`src/jpol_pkg.sv`:
```
// Constants, register map and types of the jog pulse output block
// Summary of operation
// - Forward start: jog fwd on, limits on, rev off
// - Pulse-direction forward: pulse toggles, direction high
// - Train mode forward: forward train toggles, reverse low
// - Position counts up per forward pulse
// - Jog release stops pulses, direction stays
// - Stopped: position holds, no more counting
// - Forward limit off halts motion as abnormal stop
// - Limit stop sets abnormal end flag
// - Reverse jog mirrors forward, position counts down
`default_nettype none
package jpol_pkg;
	localparam int unsigned ADDR_W = 8;
	localparam int unsigned DATA_W = 32;
	localparam int unsigned WORD_W = 16;
	localparam int unsigned POS_W  = 32;

	localparam logic [7:0] REG_CTRL      = 8'h00;
	localparam logic [7:0] REG_STATUS    = 8'h04;
	localparam logic [7:0] REG_POS_LOW   = 8'h08;
	localparam logic [7:0] REG_POS_HIGH  = 8'h0C;
	localparam logic [7:0] REG_IRQ_STAT  = 8'h10;
	localparam logic [7:0] REG_IRQ_CLEAR = 8'h14;
	localparam logic [7:0] REG_IRQ_EN    = 8'h18;

	localparam int unsigned CTRL_MODE_BIT  = 0;
	localparam int unsigned CTRL_ABCLR_BIT = 1;
	localparam int unsigned ST_FWD_BIT     = 0;
	localparam int unsigned ST_REV_BIT     = 1;
	localparam int unsigned ST_ABN_BIT     = 2;
	localparam int unsigned ST_DIR_BIT     = 3;
	localparam int unsigned EV_LIMIT_BIT   = 0;
	localparam int unsigned EV_DONE_BIT    = 1;
	localparam int unsigned EV_W           = 2;

	localparam int unsigned CLK_PERIOD_NS = 100;
	localparam int unsigned PULSE_HALF_NS = 5000;
	localparam int unsigned PULSE_HALF_CYC =
		(PULSE_HALF_NS / CLK_PERIOD_NS) > 0 ? (PULSE_HALF_NS / CLK_PERIOD_NS) : 1;

	localparam logic [POS_W-1:0] POS_RESET = 32'h0000_0000;

	typedef enum logic [1:0] {
		JPOL_IDLE = 2'b00,
		JPOL_FWD  = 2'b01,
		JPOL_REV  = 2'b10
	} jpol_state_e;

	typedef enum logic {
		JPOL_MODE_PULSE_DIR = 1'b0,
		JPOL_MODE_TRAINS    = 1'b1
	} jpol_mode_e;

	typedef struct packed {
		logic fwd_limit;
		logic rev_limit;
		logic jog_fwd;
		logic jog_rev;
	} jpol_pins_s;
endpackage
`default_nettype wire

```
`src/jpol_pulse_gen.sv`:
```
// Square-wave pulse source with a rising-edge strobe
`timescale 1ns/10ps
`default_nettype none
module jpol_pulse_gen #(
	parameter int unsigned HALF_CYC = jpol_pkg::PULSE_HALF_CYC
) (
	input  wire logic mclk_in,
	input  wire logic rst_in,
	input  wire logic run_in,
	output logic      phase_out,
	output logic      rise_out
);
	import jpol_pkg::*;
	localparam int unsigned CNT_W = $clog2(HALF_CYC + 1);
	localparam logic [CNT_W-1:0] CNT_LAST = CNT_W'(HALF_CYC - 1);

	logic [CNT_W-1:0] cnt_q;
	logic [CNT_W-1:0] cnt_d;
	logic             phase_q;
	logic             phase_d;
	logic             rise_q;
	logic             rise_d;

	always_comb begin
		cnt_d   = cnt_q;
		phase_d = phase_q;
		rise_d  = 1'b0;
		// Stopping parks the wave low so a new run starts from a clean phase
		if (!run_in) begin
			cnt_d   = '0;
			phase_d = 1'b0;
		end else if (cnt_q == CNT_LAST) begin
			cnt_d   = '0;
			phase_d = !phase_q;
			rise_d  = !phase_q;
		end else begin
			cnt_d = cnt_q + 1'b1;
		end
	end

	always_ff @(posedge mclk_in) begin
		if (rst_in) begin
			cnt_q   <= '0;
			phase_q <= 1'b0;
			rise_q  <= 1'b0;
		end else begin
			cnt_q   <= cnt_d;
			phase_q <= phase_d;
			rise_q  <= rise_d;
		end
	end

	assign phase_out = phase_q;
	assign rise_out  = rise_q;
endmodule
`default_nettype wire

```
`src/jpol_top.sv`:
```
// Jog pulse output with limit switches, position counter and register port
//
// Local design decisions: the strobed register port and the register offsets.
`timescale 1ns/10ps
`default_nettype none
module jpol_top #(
	parameter int unsigned HALF_CYC = jpol_pkg::PULSE_HALF_CYC
) (
	input  wire logic                         mclk_in,
	input  wire logic                         rst_in,
	input  wire logic                         fwd_limit_in,
	input  wire logic                         rev_limit_in,
	input  wire logic                         jog_fwd_in,
	input  wire logic                         jog_rev_in,
	input  wire logic [jpol_pkg::ADDR_W-1:0] addr_in,
	input  wire logic [jpol_pkg::DATA_W-1:0] wdata_in,
	input  wire logic                         wr_in,
	input  wire logic                         rd_in,
	output logic      [jpol_pkg::DATA_W-1:0] rdata_out,
	output logic                              pulse_out,
	output logic                              direction_out,
	output logic                              fwd_pulse_out,
	output logic                              rev_pulse_out,
	output logic                              abnormal_end_flag_out,
	output logic                              irq_out
);
	import jpol_pkg::*;

	jpol_pins_s       meta_q;
	jpol_pins_s       pins_q;
	jpol_pins_s       raw;

	jpol_state_e      state_q;
	jpol_state_e      state_d;
	logic [POS_W-1:0] pos_q;
	logic [POS_W-1:0] pos_d;
	logic             dir_q;
	logic             dir_d;
	logic             abn_q;
	logic             abn_d;
	logic             limit_stop;
	logic             done_stop;
	logic             start;

	jpol_mode_e       mode_q;
	jpol_mode_e       mode_d;
	logic [EV_W-1:0]  irq_stat_q;
	logic [EV_W-1:0]  irq_stat_d;
	logic [EV_W-1:0]  irq_en_q;
	logic [EV_W-1:0]  irq_en_d;
	logic [EV_W-1:0]  events;
	logic [DATA_W-1:0] rdata_q;
	logic [DATA_W-1:0] rdata_d;
	logic             irq_q;
	logic             irq_d;

	logic             pulse_q;
	logic             pulse_d;
	logic             fwdp_q;
	logic             fwdp_d;
	logic             revp_q;
	logic             revp_d;
	logic             moving;
	logic             gen_phase;
	logic             gen_rise;

	// Two-stage synchronisers on the switch pins; only pins_q feeds logic
	assign raw = '{fwd_limit: fwd_limit_in, rev_limit: rev_limit_in,
		jog_fwd: jog_fwd_in, jog_rev: jog_rev_in};

	always_ff @(posedge mclk_in) begin
		if (rst_in) begin
			meta_q <= '0;
			pins_q <= '0;
		end else begin
			meta_q <= raw;
			pins_q <= meta_q;
		end
	end

	assign moving = (state_q != JPOL_IDLE);

	jpol_pulse_gen #(
		.HALF_CYC (HALF_CYC)
	) u_gen (
		.mclk_in   (mclk_in),
		.rst_in    (rst_in),
		.run_in    (moving),
		.phase_out (gen_phase),
		.rise_out  (gen_rise)
	);

	// Motion sequencer
	always_comb begin
		state_d    = state_q;
		pos_d      = pos_q;
		dir_d      = dir_q;
		abn_d      = abn_q;
		limit_stop = 1'b0;
		done_stop  = 1'b0;
		start      = 1'b0;
		unique case (state_q)
			JPOL_IDLE: begin
				// Limits are closed contacts: a low level means a tripped limit
				if (pins_q.fwd_limit && pins_q.rev_limit) begin
					if (pins_q.jog_fwd && !pins_q.jog_rev) begin
						state_d = JPOL_FWD;
						dir_d   = 1'b1;
						start   = 1'b1;
					end else if (pins_q.jog_rev && !pins_q.jog_fwd) begin
						state_d = JPOL_REV;
						dir_d   = 1'b0;
						start   = 1'b1;
					end
				end
			end
			JPOL_FWD: begin
				if (gen_rise) begin
					pos_d = pos_q + 1'b1;
				end
				if (!pins_q.fwd_limit) begin
					state_d    = JPOL_IDLE;
					limit_stop = 1'b1;
				end else if (!pins_q.jog_fwd || pins_q.jog_rev) begin
					state_d   = JPOL_IDLE;
					done_stop = 1'b1;
				end
			end
			JPOL_REV: begin
				if (gen_rise) begin
					pos_d = pos_q - 1'b1;
				end
				if (!pins_q.rev_limit) begin
					state_d    = JPOL_IDLE;
					limit_stop = 1'b1;
				end else if (!pins_q.jog_rev || pins_q.jog_fwd) begin
					state_d   = JPOL_IDLE;
					done_stop = 1'b1;
				end
			end
			default: begin
				state_d = JPOL_IDLE;
			end
		endcase
		// A new motion clears the flag; a limit stop sets it and wins over software
		if (start || (wr_in && addr_in == REG_CTRL && wdata_in[CTRL_ABCLR_BIT])) begin
			abn_d = 1'b0;
		end
		if (limit_stop) begin
			abn_d = 1'b1;
		end
	end

	always_ff @(posedge mclk_in) begin
		if (rst_in) begin
			state_q <= JPOL_IDLE;
			pos_q   <= POS_RESET;
			dir_q   <= 1'b0;
			abn_q   <= 1'b0;
		end else begin
			state_q <= state_d;
			pos_q   <= pos_d;
			dir_q   <= dir_d;
			abn_q   <= abn_d;
		end
	end

	// Pin drivers; direction only follows a start, so it holds after a stop
	always_comb begin
		pulse_d = 1'b0;
		fwdp_d  = 1'b0;
		revp_d  = 1'b0;
		if (mode_q == JPOL_MODE_PULSE_DIR) begin
			pulse_d = moving && gen_phase;
		end else begin
			fwdp_d = (state_q == JPOL_FWD) && gen_phase;
			revp_d = (state_q == JPOL_REV) && gen_phase;
		end
	end

	always_ff @(posedge mclk_in) begin
		if (rst_in) begin
			pulse_q <= 1'b0;
			fwdp_q  <= 1'b0;
			revp_q  <= 1'b0;
		end else begin
			pulse_q <= pulse_d;
			fwdp_q  <= fwdp_d;
			revp_q  <= revp_d;
		end
	end

	// Register port and interrupt
	assign events = {done_stop, limit_stop};

	always_comb begin
		mode_d     = mode_q;
		irq_en_d   = irq_en_q;
		irq_stat_d = irq_stat_q;
		rdata_d    = '0;
		if (wr_in) begin
			unique case (addr_in)
				REG_CTRL:      mode_d = jpol_mode_e'(wdata_in[CTRL_MODE_BIT]);
				REG_IRQ_EN:    irq_en_d = wdata_in[EV_W-1:0];
				REG_IRQ_CLEAR: irq_stat_d = irq_stat_q & ~wdata_in[EV_W-1:0];
				default:       ;
			endcase
		end
		// Set after clear so an event in the clearing cycle survives
		irq_stat_d = irq_stat_d | events;
		if (rd_in) begin
			unique case (addr_in)
				REG_CTRL:     rdata_d[CTRL_MODE_BIT] = mode_q;
				REG_STATUS: begin
					rdata_d[ST_FWD_BIT] = (state_q == JPOL_FWD);
					rdata_d[ST_REV_BIT] = (state_q == JPOL_REV);
					rdata_d[ST_ABN_BIT] = abn_q;
					rdata_d[ST_DIR_BIT] = dir_q;
				end
				REG_POS_LOW:  rdata_d[WORD_W-1:0] = pos_q[WORD_W-1:0];
				REG_POS_HIGH: rdata_d[WORD_W-1:0] = pos_q[POS_W-1:WORD_W];
				REG_IRQ_STAT: rdata_d[EV_W-1:0] = irq_stat_q;
				REG_IRQ_EN:   rdata_d[EV_W-1:0] = irq_en_q;
				default:      rdata_d = '0;
			endcase
		end
		irq_d = |(irq_stat_d & irq_en_d);
	end

	always_ff @(posedge mclk_in) begin
		if (rst_in) begin
			mode_q     <= JPOL_MODE_PULSE_DIR;
			irq_en_q   <= '0;
			irq_stat_q <= '0;
			rdata_q    <= '0;
			irq_q      <= 1'b0;
		end else begin
			mode_q     <= mode_d;
			irq_en_q   <= irq_en_d;
			irq_stat_q <= irq_stat_d;
			rdata_q    <= rdata_d;
			irq_q      <= irq_d;
		end
	end

	assign rdata_out             = rdata_q;
	assign pulse_out             = pulse_q;
	assign direction_out         = dir_q;
	assign fwd_pulse_out         = fwdp_q;
	assign rev_pulse_out         = revp_q;
	assign abnormal_end_flag_out = abn_q;
	assign irq_out               = irq_q;
endmodule
`default_nettype wire

```
`config.mk`:
```
export PLATFORM = sky130hd
export DESIGN_NAME = jpol_top
export DESIGN_NICKNAME = d
export VERILOG_FILES = /design/src/jpol_pkg.sv /design/src/jpol_pulse_gen.sv /design/src/jpol_top.sv
export SDC_FILE = /design/constraint.sdc
export NUM_CORES = 1
export LEC_CHECK = 0
export BUFFER_PORTS_ARGS = -buffer_cell sky130_fd_sc_hd__buf_4
export CORE_MARGIN = 2
export CORE_UTILIZATION = 57
export CTS_CLUSTER_DIAMETER = 50
export CTS_CLUSTER_SIZE = 10
export DETAILED_ROUTE_END_ITERATION = 10
export GPL_TIMING_DRIVEN = 1
export HOLD_SLACK_MARGIN = 0.08
export PLACE_DENSITY = 0.81
export RECOVER_POWER = 100
export SLEW_MARGIN = 20
export SYNTH_ARGS = -nofsm -noshare
export SYNTH_HDL_FRONTEND = slang
export SYNTH_HIERARCHICAL = 1
export SYNTH_SLANG_ARGS = --single-unit
```
`constraint.sdc`:
```
create_clock -name mclk_in -period 4 [get_ports mclk_in]
set_input_delay 0.4 -clock mclk_in [delete_from_list [all_inputs] [get_ports mclk_in]]
set_output_delay 0.4 -clock mclk_in [all_outputs]
set_load 0.03 [all_outputs]
```
==> reports/qor.txt, run 1 <==
STATUS
--------------------------------------------------------------------------------------------------------
Result of the run ......................................................................... finished with violations
Failing checks ............................................................................ max-capacitance violations, max-slew violations

SYNTHESIS
--------------------------------------------------------------------------------------------------------
Area share of the largest cell type after synthesis .......................................        29.5%
Fraction of the mapped netlist area in simple logic gates .................................        24.6%
Number of distinct library cell variants in the gate-level netlist after synthesis ........           82
Post-synthesis cell area ..................................................................     5230 um2
Yosys Warn Count ..........................................................................            6
Sequential fraction of the synthesis area .................................................        29.5%
Most common library cells after synthesis ................................................. dfxtp_1, nor2_1, nand2_1
Synthesized-area fraction occupied by ao, oa, aoi and oai cells ...........................        25.6%
Number of synthesized register bits .......................................................           77
Mux contribution to synthesized area ......................................................        3.61%
Mapped Avg Cell Area ......................................................................     7.85 um2
Cell taking the most area after synthesis .................................................      dfxtp_1
Dominant register cell in the synthesized netlist .........................................      dfxtp_1
Leading cell type by number of instances after synthesis ..................................      dfxtp_1
Largest family of logic cells by synthesized area ......................................... compound AO/OA/AOI/OAI gates
XOR/XNOR share of the synthesized area ....................................................        5.53%
Post-synthesis async set-or-reset flop share ..............................................           0%
Dominant cells by area after synthesis .................................................... dfxtp_1, nor2_1, xnor2_1, o21ai_0, nand2_1
Number of synthesized flops with an enable pin ............................................            0
Post-synthesis adder-cell area fraction ...................................................        2.15%
Number of standard cells after synthesis ..................................................          666

FINISH
--------------------------------------------------------------------------------------------------------
Total inserted antenna cells ..............................................................            0
Area growth from synthesis to layout ......................................................        4.21%
Number of nets in the layout ..............................................................          720
Number of standard cells in the layout, taps in and fillers out ...........................          776
Number of fill cells in the layout ........................................................          780
Fraction of final layout cells with drive strength greater than 1 .........................        8.23%

DRT
--------------------------------------------------------------------------------------------------------
Number of violations reported at the end of detailed-routing iteration 0 ..................          492
Remaining design rule violation count .....................................................            0
Number of vias after detailed routing .....................................................         4907
Post-DR vias/cell .........................................................................         6.32
Post-detailed-route count of antenna-violating nets .......................................            0
Overall routed net length .................................................................      12.7 mm
Pre-antenna DRT Iters .....................................................................            5
Routed length per placed instance .........................................................      16.4 um

GRT
--------------------------------------------------------------------------------------------------------
Global-route wire length before repair ....................................................      20.9 mm
Overflow after GRT ........................................................................            0
Met3 track utilization from global routing ................................................        4.32%
Pin count of the biggest net entering global routing ......................................           59
Vias in the first global route ............................................................         4437
Met2 Track Usage GR .......................................................................        44.1%
Initial antenna violation count ...........................................................            0
Most heavily used metal layer in global routing ...........................................         met2
Global routing met1 resource utilization ..................................................        32.8%
Overall routing resource usage ............................................................        25.7%

RUN
--------------------------------------------------------------------------------------------------------
Max-capacitance violation count ...........................................................            1

WORST SETUP PATH
--------------------------------------------------------------------------------------------------------
Startpoint Class ..........................................................................     register
Crit-path max cell delay ..................................................................       460 ps
Category of the most critical setup path .................................................. register to register
CP max stage cell .........................................................................         ha_2
Critical path data arrival time ...........................................................      3710 ps
Cells along the critical path ............................................................. inv_1 > ha_2 > inv_1 > or3_1 > o221ai_1 > a21boi_1 > or3_1 > o221ai_1 > xnor2_1 > nor2_1
Data required time of the critical path ...................................................      4170 ps
Type of destination of the critical path ..................................................     register
CP max FO .................................................................................           19

POWER AND IR DROP
--------------------------------------------------------------------------------------------------------
Clock Power Share .........................................................................        43.7%
Logic gate share of total power ...........................................................         4.5%
NetSw .....................................................................................     0.394 mW
Cell internal pwr .........................................................................      1.09 mW
Worst vdd rail ir drop ....................................................................     0.263 mV
Leakage Power .............................................................................      1.89 nW
Sequential share of power .................................................................        51.9%
Total power divided by cell area ..........................................................   273 nW/um2
Switching power as a share of total power .................................................        26.5%
Sum of internal, switching and leakage power ..............................................      1.49 mW

MIN PATH
--------------------------------------------------------------------------------------------------------
Worst hold path class ..................................................................... input pin to register

PLACE
--------------------------------------------------------------------------------------------------------
Count of input and output buffers .........................................................           39
GP Congestion .............................................................................        0.952
Count of placed standard cells including taps .............................................          760
Dpl hpwl ..................................................................................      8.81 mm

CLOCK TREE
--------------------------------------------------------------------------------------------------------
Hold buffer count at CTS ..................................................................            0
Htree depth ...............................................................................            3
Root Driver ...............................................................................     clkbuf_8
Post-CTS clock slew at the launch and capture registers of the worst setup and hold paths .       100 ps
Number of clock sinks seen by CTS .........................................................           77
Worst-case clock buffer depth .............................................................            2
Number of buffers inserted to repair setup after CTS ......................................            0
TritonCTS clock tree ......................................................................         done
Number of gates given a new drive strength after cts ......................................            0
Source-to-sink clock delay at the later pin of the worst-skew pair ........................       380 ps
TritonCTS Buffers .........................................................................            9

STA
--------------------------------------------------------------------------------------------------------
Slew of the pin with the lowest slew margin ...............................................      2600 ps
Post-layout minimum cycle time ............................................................      3540 ps
Setup Viol. Count Final ...................................................................            0
Final worst path period share .............................................................        88.5%
Final slew viol count .....................................................................           59
Worst clock skew on the final layout ......................................................      11.0 ps
Total negative slack ......................................................................         0 ps
Max Clock Freq ............................................................................    0.283 GHz
Worst relative slew slack .................................................................       -73.4%
Final-report hold violation count .........................................................            0
Setup repair after global routing missed its margin .......................................        false

FLOORPLAN
--------------------------------------------------------------------------------------------------------
Die extent in y ...........................................................................      99.8 um
Starting Density ..........................................................................        59.4%
Standard-cell row count ...................................................................           34
Ports placed on the boundary ..............................................................           86
Width of the chip .........................................................................      99.8 um
DIE AREA ..................................................................................     9960 um2
Area of the placeable core ................................................................     8810 um2

power by group through the flow:
stage               clock, mW  sequential (mW)  combinational (mW)
floorplan                   0            0.789              0.0577
global placement            0            0.789              0.0641
detailed placement          0            0.789              0.0657
CTS                     0.658            0.771              0.0659
global route            0.691            0.772              0.0715
finish                  0.649            0.771              0.0664
worst paths after layout:
kind / start / end / slack, ps / depth (start not counted)
setup / recovery: state_q[0]$_SDFFE_PP0P_ / pos_q[29]$_SDFFE_PP0P_ / 460 / 10
hold / removal: jog_rev_in / meta_q[0]$_SDFF_PP0_ / 230 / 2
setup reg to reg: state_q[0]$_SDFFE_PP0P_ / pos_q[29]$_SDFFE_PP0P_ / 460 / 10
hold reg to reg: meta_q[2]$_SDFF_PP0_ / pins_q[2]$_SDFF_PP0_ / 440 / 1
metal layers:
metal	up-vias	routed length (um)
li1	2355	-
met1	2308	5470
met2	212	6160
met3	32	824
met4	0	262
met5	-	0
area by class of cell:
class                           count  area, um2  share of cell area [%]
Tap cell                          108        135                    2.48
Inverter                           22       82.6                    1.52
Timing Repair Buffer               43        249                    4.57
Clock buffer                        9        124                    2.27
Sequential cell                    77       1540                    28.3
Clock inverter                      7       86.3                    1.58
Multi-Input combinational cell    510       3230                    59.3
state kept, by name, summed over array words and instances, names as in the netlist:
| signal | count |
|---|---|
| abnormal_end_flag_out | 1 |
| direction_out | 1 |
| fwd_pulse_out | 1 |
| irq_en_q | 2 |
| irq_out | 1 |
| irq_stat_q | 2 |
| meta_q | 4 |
| mode_q | 1 |
| pins_q | 4 |
| pos_q | 32 |
| pulse_out | 1 |
| rdata_out | 16 |
| rev_pulse_out | 1 |
| state_q | 2 |
| u_gen/cnt_q | 6 |
| u_gen/phase_out | 1 |
| u_gen/rise_out | 1 |
kinds of logic (layout without fill, tap and decap cells):
kind of cell | Yosys count | in the layout
simple gates | 241 | 241
compound gates | 194 | 194
buf+inv | 94 | 81
flops | 77 | 77
xor+xnor | 33 | 33
mux | 17 | 17
fa+ha+maj | 9 | 9
other cells | 1 | 16
placed cells by master (no fill, tap or decap), types with 12 or more instances in the layout:
master,Yosys,layout
dfxtp_1,77,77
nor2_1,67,67
nand2_1,49,49
o21ai_0,44,47
a21oi_1,36,37
xnor2_1,27,27
or3_1,24,24
clkbuf_1,41,23
inv_1,20,21
buf_4,17,19
a22oi_1,18,18
nor2b_1,17,17
nor3_1,15,17
conb_1,1,16
nand3_1,12,12
stage by stage:
stage                     worst slack [ps]  hold WS [ps]  util (%)  instance area (um2)
after floorplan                        349           414         -                 5290
after global placement                 828           417      61.0                 5380
after detailed placement               724           424      61.0                 5380
after CTS                              695           234      63.4                 5590
after global routing                   212           239      61.9                 5450
final                                  461           232      61.9                 5450
worst max-delay path: cells and delay by family (launching register included):
| kind | cells | cell delay [ps] |
|---|---|---|
| DFF | 1 | 340 |
| AOI/OAI and AO/OA | 3 | 960 |
| xor gates and xnor gates | 1 | 160 |
| buffers and inverters | 2 | 520 |
| adders and majority gates | 1 | 460 |
| and+or+nand+nor | 3 | 910 |
(Power assumes the default switching activity.)
==> run 2: changes to the inputs <==
- CORE_UTILIZATION: 57 -> 62
- PLACE_DENSITY: 0.81 -> unset
- PLACE_DENSITY_LB_ADDON: unset -> 0.2
- clock period: 4 -> 4.1 ns (I/O delays scaled with it)
==> run 2 against run 1 <==
Net effect:
- the run still ends with max-capacitance violations, max-slew violations left
- via count down 0.10%
- hold slack better by 24 ps
- global-route usage grew 3.2 points
- setup slack gained 34 ps
- core utilization increased by 5.1 points
- clock power fell by 3.2%
- clock skew grew 3.4 ps
- first-iteration DRC count shrank 3.0%
- power shrank 2.8%
- final area rose by 0.53%
- sequential power fell by 2%
- highest routed layer unchanged
==> reports/qor.txt, run 2 (same netlist as run 1, synthesis figures left out) <==
STA
--------------------------------------------------------------------------------------------------------
Final worst path period share .............................................................        87.9%   -0.55 points
Slew of the pin with the lowest slew margin ...............................................      2470 ps   -128 ps
Worst clock skew on the final layout ......................................................      14.3 ps   +3.38 ps
Post-layout minimum cycle time ............................................................      3610 ps   +66.0 ps
Max Clock Freq ............................................................................    0.277 GHz   -1.8%
Setup repair after global routing missed its margin .......................................        false
Worst slack on hold paths .................................................................       255 ps   +24.0 ps
Setup Viol. Count Final ...................................................................            0   unchanged
Total negative slack ......................................................................         0 ps   unchanged
Worst relative slew slack .................................................................       -64.9%   +8.6 points
Final slew viol count .....................................................................           59   unchanged
Final-report hold violation count .........................................................            0   unchanged

CLOCK TREE
--------------------------------------------------------------------------------------------------------
Hold buffer count at CTS ..................................................................            0   unchanged
TritonCTS clock tree ......................................................................         done
Root Driver ...............................................................................     clkbuf_8
Post-CTS clock slew at the launch and capture registers of the worst setup and hold paths .       100 ps   about the same
Number of clock sinks seen by CTS .........................................................           77   unchanged
Htree depth ...............................................................................            3   unchanged
Number of buffers inserted to repair setup after CTS ......................................            0   unchanged
Source-to-sink clock delay at the later pin of the worst-skew pair ........................       370 ps   about the same
Worst-case clock buffer depth .............................................................            2   unchanged
TritonCTS Buffers .........................................................................            9   unchanged
Number of gates given a new drive strength after cts ......................................            0   unchanged

FLOORPLAN
--------------------------------------------------------------------------------------------------------
Die extent in y ...........................................................................      95.8 um   -3.9%
Area of the placeable core ................................................................     8180 um2   -7.2%
DIE AREA ..................................................................................     9180 um2   -7.7%
Standard-cell row count ...................................................................           33   -2.9%
Starting Density ..........................................................................        64.0%   +4.6 points
Ports placed on the boundary ..............................................................           86   unchanged
Width of the chip .........................................................................      95.8 um   -3.9%

GRT
--------------------------------------------------------------------------------------------------------
Global-route wire length before repair ....................................................      21.0 mm   +0.59%
Initial antenna violation count ...........................................................            0   unchanged
Pin count of the biggest net entering global routing ......................................           59   unchanged
Vias in the first global route ............................................................         4478   +0.92%
Overall routing resource usage ............................................................        28.9%   +3.2 points
Overflow after GRT ........................................................................            0   unchanged

WORST SETUP PATH
--------------------------------------------------------------------------------------------------------
CP max FO .................................................................................           46   +27
Critical path data arrival time ...........................................................      3870 ps   +160 ps
Startpoint Class ..........................................................................     register
Register-to-Register Setup Slack ..........................................................       490 ps   +30 ps
Type of destination of the critical path ..................................................     register
Data required time of the critical path ...................................................      4370 ps   +200 ps
Category of the most critical setup path .................................................. register to register

DRT
--------------------------------------------------------------------------------------------------------
Number of violations reported at the end of detailed-routing iteration 0 ..................          477   -3.0%
Overall routed net length .................................................................      12.6 mm   -0.76%
Pre-antenna DRT Iters .....................................................................            5   unchanged
Number of vias after detailed routing .....................................................         4902   -0.10%
Remaining design rule violation count .....................................................            0   unchanged
Post-detailed-route count of antenna-violating nets .......................................            0   unchanged
Routed length per placed instance .........................................................      16.3 um   -0.63%
Post-DR vias/cell .........................................................................         6.33   about the same

FINISH
--------------------------------------------------------------------------------------------------------
Total inserted antenna cells ..............................................................            0   unchanged
Number of standard cells in the layout, taps in and fillers out ...........................          775   -0.13%
Number of nets in the layout ..............................................................          722   +0.28%
Fraction of final layout cells with drive strength greater than 1 .........................        8.81%   +0.57 points
Area growth from synthesis to layout ......................................................        4.76%
Most flop-heavy register ..................................................................        pos_q
Number of fill cells in the layout ........................................................          726   -6.9%
Commonest cells after routing, fill and taps aside ........................................ dfxtp_1, nor2_1, nand2_1
Number of flip-flops in the largest register ..............................................           32   unchanged
Commonest non-fill, non-tap cell in the layout ............................................      dfxtp_1

PLACE
--------------------------------------------------------------------------------------------------------
Count of placed standard cells including taps .............................................          759   -0.13%
Count of input and output buffers .........................................................           39   unchanged
Dpl hpwl ..................................................................................      8.78 mm   -0.41%
GP Congestion .............................................................................        0.965   +1.3%

MIN PATH
--------------------------------------------------------------------------------------------------------
Worst hold path class ..................................................................... input pin to register

RUN
--------------------------------------------------------------------------------------------------------
Max-capacitance violation count ...........................................................            1   unchanged

POWER AND IR DROP
--------------------------------------------------------------------------------------------------------
Leakage Power .............................................................................      1.90 nW   +0.36%
Total power divided by cell area ..........................................................   264 nW/um2   -3.3%
Sum of internal, switching and leakage power ..............................................      1.44 mW   -2.8%
Worst vdd rail ir drop ....................................................................     0.220 mV   -16%

STATUS
--------------------------------------------------------------------------------------------------------
Failing checks ............................................................................ max-capacitance violations, max-slew violations
Result of the run ......................................................................... finished with violations

-- run 2: metrics by stage --
| stage | utilization (%) | instance area (um2) | setup slack [ps] |
|---|---|---|---|
| 2_1_floorplan | - | 5290 | 449 |
| 3_5_place_dp | 65.9 | 5390 | 740 |
| 5_1_grt | 67.0 | 5480 | 269 |
| 6_report | 67.0 | 5480 | 495 |
| 3_3_place_gp | 65.9 | 5390 | 851 |
| 4_1_cts | 68.5 | 5600 | 728 |
-- run 2: area by class of cell --
class	count	area [um2]	share of cell area, %
Multi-Input combinational cell	510	3240	59.2
Sequential cell	77	1540	28.1
Timing Repair Buffer	45	264	4.82
Tap cell	105	131	2.40
Clock buffer	9	124	2.26
Clock inverter	7	92.6	1.69
Inverter	22	82.6	1.51
-- run 2: final timing paths --
check	endpoint	from	cells after the start
setup / recovery	pos_q[31]$_SDFFE_PP0P_	state_q[0]$_SDFFE_PP0P_	11
hold / removal	meta_q[2]$_SDFF_PP0_	rev_limit_in	2
setup reg to reg	pos_q[31]$_SDFFE_PP0P_	state_q[0]$_SDFFE_PP0P_	11
hold reg to reg	pins_q[3]$_SDFF_PP0_	meta_q[3]$_SDFF_PP0_	1
-- run 2: report_power, final --
group,internal (mW),switching [mW],total (mW)
Sequential,0.751,0.00161,0.753
Combinational,0.0186,0.0455,0.0641
Clock,0.297,0.332,0.628
Total,1.07,0.379,1.44
-- run 2: layer usage --
layer	GRT usage [%]	share of wire [%]	vias to the layer above
li1	-	-	2359
met5	0	0	-
met3	4.31	7.7	39
met1	37.1	42	2271
met2	48.2	47	233
met4	12.6	2.9	0
-- run 2: critical path, cell delays in order (launching register included) --
cell	delay, ps
dfxtp_1	340
inv_1	110
ha_2	510
buf_12	290
or4b_1	490
o22ai_1	230
a21boi_0	230
o22ai_1	240
nor3_1	320
nor2_1	80
a221oi_1	280
mux2_2	370
==> run 3: changes to the inputs <==
- ABC_AREA: unset -> 1
- CORE_MARGIN: 2 -> unset
- CORE_UTILIZATION: 62 -> 63
- SLEW_MARGIN: 20 -> 5
==> run 3 against run 2 <==
Net effect:
- clock-buffer cell count did not move
- via count increased by 20%
- critical path type unchanged
- the run ends with design-rule violations, max-capacitance violations, max-slew violations left
- power fell by 3.7%
- critical endpoint is now pos_q[23]$_SDFFE_PP0P_
- die area rose by 4.0%
==> reports/qor.txt, run 3 <==
FINISH
--------------------------------------------------------------------------------------------------------
Total inserted antenna cells ..............................................................            0   unchanged
Number of nets in the layout ..............................................................         1092   +51%
Fraction of final layout cells with drive strength greater than 1 .........................        6.63%   -2.2 points
Commonest cells after routing, fill and taps aside ........................................ nand2_1, inv_1, nor2_1
Number of flip-flops in the largest register ..............................................           32   unchanged
Number of standard cells in the layout, taps in and fillers out ...........................         1148   +48%
Area growth from synthesis to layout ......................................................        5.42%
Commonest non-fill, non-tap cell in the layout ............................................      nand2_1
Most flop-heavy register ..................................................................        pos_q

DRT
--------------------------------------------------------------------------------------------------------
Pre-antenna DRT Iters .....................................................................            9   +4
Overall routed net length .................................................................      14.8 mm   +17%
Number of violations reported at the end of detailed-routing iteration 0 ..................          371   -22%
Post-detailed-route count of antenna-violating nets .......................................            0   unchanged
Remaining design rule violation count .....................................................            8   +8
Routed length per placed instance .........................................................      12.8 um   -21%
Number of vias after detailed routing .....................................................         5899   +20%
Post-DR vias/cell .........................................................................         5.14   -19%

WORST SETUP PATH
--------------------------------------------------------------------------------------------------------
Endpoint of the most critical setup path .................................................. pos_q[23]$_SDFFE_PP0P_
Capture instance of the worst register-to-register path ................................... pos_q[23]$_SDFFE_PP0P_
Category of the most critical setup path .................................................. register to register
Crit-path max cell delay ..................................................................       720 ps   +210 ps
Data required time of the critical path ...................................................      4370 ps   about the same
FF-to-FF Start ............................................................................ state_q[0]$_SDFFE_PP0P_
Worst path depth ..........................................................................           15   +4
CP max FO .................................................................................           33   -28%
Number of buffer and inverter stages on the critical path .................................            3   +1
Number of cells on the worst reg-to-reg path ..............................................           15   +4
Register-to-Register Setup Slack ..........................................................       810 ps   +310 ps
Startpoint Class ..........................................................................     register
Delay-heaviest family, CP ................................................................. simple AND/OR/NAND/NOR gates
Critical path data arrival time ...........................................................      3560 ps   -310 ps
Cells along the critical path ............................................................. inv_1 > ha_2 > clkbuf_2 > nor2_1 > nor2_1 > nand2_1 > nor2_1 > and2_0 > nand2_1 > nand2_1 > nand2_1 > nand3_1 > nand3_1 > nand2_1 > inv_1
Launch point of the critical path ......................................................... state_q[0]$_SDFFE_PP0P_
Most numerous cell on the critical path ...................................................      nand2_1
Type of destination of the critical path ..................................................     register
CP max stage cell .........................................................................     clkbuf_2

GRT
--------------------------------------------------------------------------------------------------------
Vias in the first global route ............................................................         5290   +18%
Overall routing resource usage ............................................................        32.2%   +3.3 points
Global-route wire length before repair ....................................................      24.5 mm   +17%
Initial antenna violation count ...........................................................            0   unchanged
Overflow after GRT ........................................................................            0   unchanged
Pin count of the biggest net entering global routing ......................................           45   -24%

POWER AND IR DROP
--------------------------------------------------------------------------------------------------------
Total power divided by cell area ..........................................................   229 nW/um2   -13%
Sum of internal, switching and leakage power ..............................................      1.39 mW   -3.7%
Worst vdd rail ir drop ....................................................................     0.172 mV   -21%
Leakage Power .............................................................................      3.10 nW   +63%

SYNTHESIS
--------------------------------------------------------------------------------------------------------
Post-synthesis cell area ..................................................................     5780 um2   +10%
Cell taking the most area after synthesis .................................................      dfxtp_1
Leading cell type by number of instances after synthesis ..................................      nand2_1
Dominant register cell in the synthesized netlist .........................................      dfxtp_1
Number of distinct library cell variants in the gate-level netlist after synthesis ........           40   -51%
Number of synthesized register bits .......................................................           77   unchanged
Post-synthesis async set-or-reset flop share ..............................................           0%   unchanged
Yosys Warn Count ..........................................................................            6   unchanged
Sequential fraction of the synthesis area .................................................        26.7%   -2.8 points
Area share of the largest cell type after synthesis .......................................        26.7%   -2.8 points
Dominant cells by area after synthesis .................................................... dfxtp_1, nand2_1, inv_1, nor2_1, a21oi_1
Number of synthesized flops with an enable pin ............................................            0   unchanged
Most common library cells after synthesis ................................................. nand2_1, inv_1, nor2_1
Number of standard cells after synthesis ..................................................         1008   +51%
Mapped Avg Cell Area ......................................................................     5.73 um2   -27%

CLOCK TREE
--------------------------------------------------------------------------------------------------------
Number of gates given a new drive strength after cts ......................................            0   unchanged
Source-to-sink clock delay at the later pin of the worst-skew pair ........................       370 ps   about the same
TritonCTS Buffers .........................................................................            9   unchanged
Number of buffers inserted to repair setup after CTS ......................................            0   unchanged
Worst-case clock buffer depth .............................................................            2   unchanged
Htree depth ...............................................................................            3   unchanged
Post-CTS clock slew at the launch and capture registers of the worst setup and hold paths .       100 ps   about the same
Hold buffer count at CTS ..................................................................            0   unchanged
Number of clock sinks seen by CTS .........................................................           77   unchanged
TritonCTS clock tree ......................................................................         done
Root Driver ...............................................................................     clkbuf_8

STA
--------------------------------------------------------------------------------------------------------
Final worst path period share .............................................................        80.3%   -7.6 points
Final WS setup ............................................................................       808 ps   +313 ps
Post-layout minimum cycle time ............................................................      3290 ps   -313 ps
Setup repair after global routing missed its margin .......................................        false
Worst relative slew slack .................................................................       -47.8%   +17 points
Final slew viol count .....................................................................           45   -24%
Max Clock Freq ............................................................................    0.304 GHz   +9.5%
Setup Viol. Count Final ...................................................................            0   unchanged
Slew of the pin with the lowest slew margin ...............................................      2220 ps   -256 ps
Worst slack on hold paths .................................................................       239 ps   -16.4 ps
Total negative slack ......................................................................         0 ps   unchanged
Worst clock skew on the final layout ......................................................      20.9 ps   +6.53 ps
Final-report hold violation count .........................................................            0   unchanged

FLOORPLAN
--------------------------------------------------------------------------------------------------------
Width of the chip .........................................................................      97.7 um   +2.0%
Area of the placeable core ................................................................     8810 um2   +7.7%
DIE AREA ..................................................................................     9550 um2   +4.0%
Ports placed on the boundary ..............................................................           86   unchanged
Starting Density ..........................................................................        65.6%   +1.6 points
Standard-cell row count ...................................................................           34   +3.0%
Die extent in y ...........................................................................      97.7 um   +2.0%

RUN
--------------------------------------------------------------------------------------------------------
Max-capacitance violation count ...........................................................            1   unchanged

PLACE
--------------------------------------------------------------------------------------------------------
Count of placed standard cells including taps .............................................         1132   +49%
Placement Setup Slack .....................................................................      1050 ps   +310 ps
Dpl hpwl ..................................................................................      11.1 mm   +26%
GP Congestion .............................................................................        0.970   +0.54%
Count of input and output buffers .........................................................           39   unchanged

STATUS
--------------------------------------------------------------------------------------------------------
Result of the run ......................................................................... finished with violations
Failing checks ............................................................................ design-rule violations, max-capacitance violations, max-slew violations

MIN PATH
--------------------------------------------------------------------------------------------------------
Hold path depth ...........................................................................            3   +1
Worst hold path class ..................................................................... input pin to register

==> run 3: cell count changes after synthesis, sizes merged, moves of 15 or more <==
| cell | delta |
|---|---|
| xor2 | +15 |
| a21oi | +40 |
| nand3 | +44 |
| clkbuf | -27 |
| xnor2 | -23 |
| a22oi | -19 |
| nor2b | -17 |
| o21ai | -15 |
| or3 | -24 |
| nor2 | +63 |
| inv | +174 |
| nand2 | +270 |
==> run 3: stage by stage <==
step	utilization [%]	instance area, um2
2_1_floorplan	-	5830
3_5_place_dp	68.3	6010
5_1_grt	69.1	6090
6_report	69.1	6090
3_3_place_gp	68.3	6010
4_1_cts	70.4	6200
==> run 3: layout make-up <==
cell class / instances / area [um2]
Clock inverter: 7 / 63.8
Inverter: 196 / 736
Sequential cell: 77 / 1540
Tap cell: 108 / 135
Fill cell: 890 / 2720
Clock buffer: 9 / 124
Multi-Input combinational cell: 709 / 3260
Timing Repair Buffer: 42 / 226
==> run 3: worst min-delay path by stage <==
stage | from | endpoint | slack (ps)
after floorplan | meta_q[0]$_SDFF_PP0_ | pins_q[0]$_SDFF_PP0_ | 390
after CTS | fwd_limit_in | meta_q[3]$_SDFF_PP0_ | 230
after global placement | meta_q[0]$_SDFF_PP0_ | pins_q[0]$_SDFF_PP0_ | 390
after global routing | jog_rev_in | meta_q[0]$_SDFF_PP0_ | 240
final | rev_limit_in | meta_q[2]$_SDFF_PP0_ | 240
after detailed placement | meta_q[1]$_SDFF_PP0_ | pins_q[1]$_SDFF_PP0_ | 390
==> run 3: routing by layer <==
metal  global-route usage [%]  routed length [um]
met1                     42.7                6790
met2                     53.9                6690
met3                     4.29                 985
met4                     11.2                 282
met5                        0                   0
==> run 3: power breakdown <==
part	internal (mW)	leakage (nW)	switching, mW
registers	0.751	0.622	0.00189
logic	0.0162	2.39	0.0477
clock network	0.235	0.0907	0.340
==> run 3: logic make-up after synthesis <==
group | after synthesis | share of synthesized area, %
DFF | 77 | 26.7
xor gates and xnor gates | 25 | 4.05
AOI/OAI and AO/OA | 134 | 12.4
and+or+nand+nor | 525 | 37.4
buffers and inverters | 237 | 17.5
other | 1 | 0.0649
adders and majority gates | 9 | 1.95
==> run 3: worst register-to-register path, stage by stage, from the launching register on <==
cell and delay [ps]:
dfxtp_1 340, inv_1 100, ha_2 510, clkbuf_2 720
nor2_1 100, nor2_1 290, nand2_1 110, nor2_1 270
and2_0 170, nand2_1 50, nand2_1 150, nand2_1 100
nand3_1 80, nand3_1 80, nand2_1 90, inv_1 40
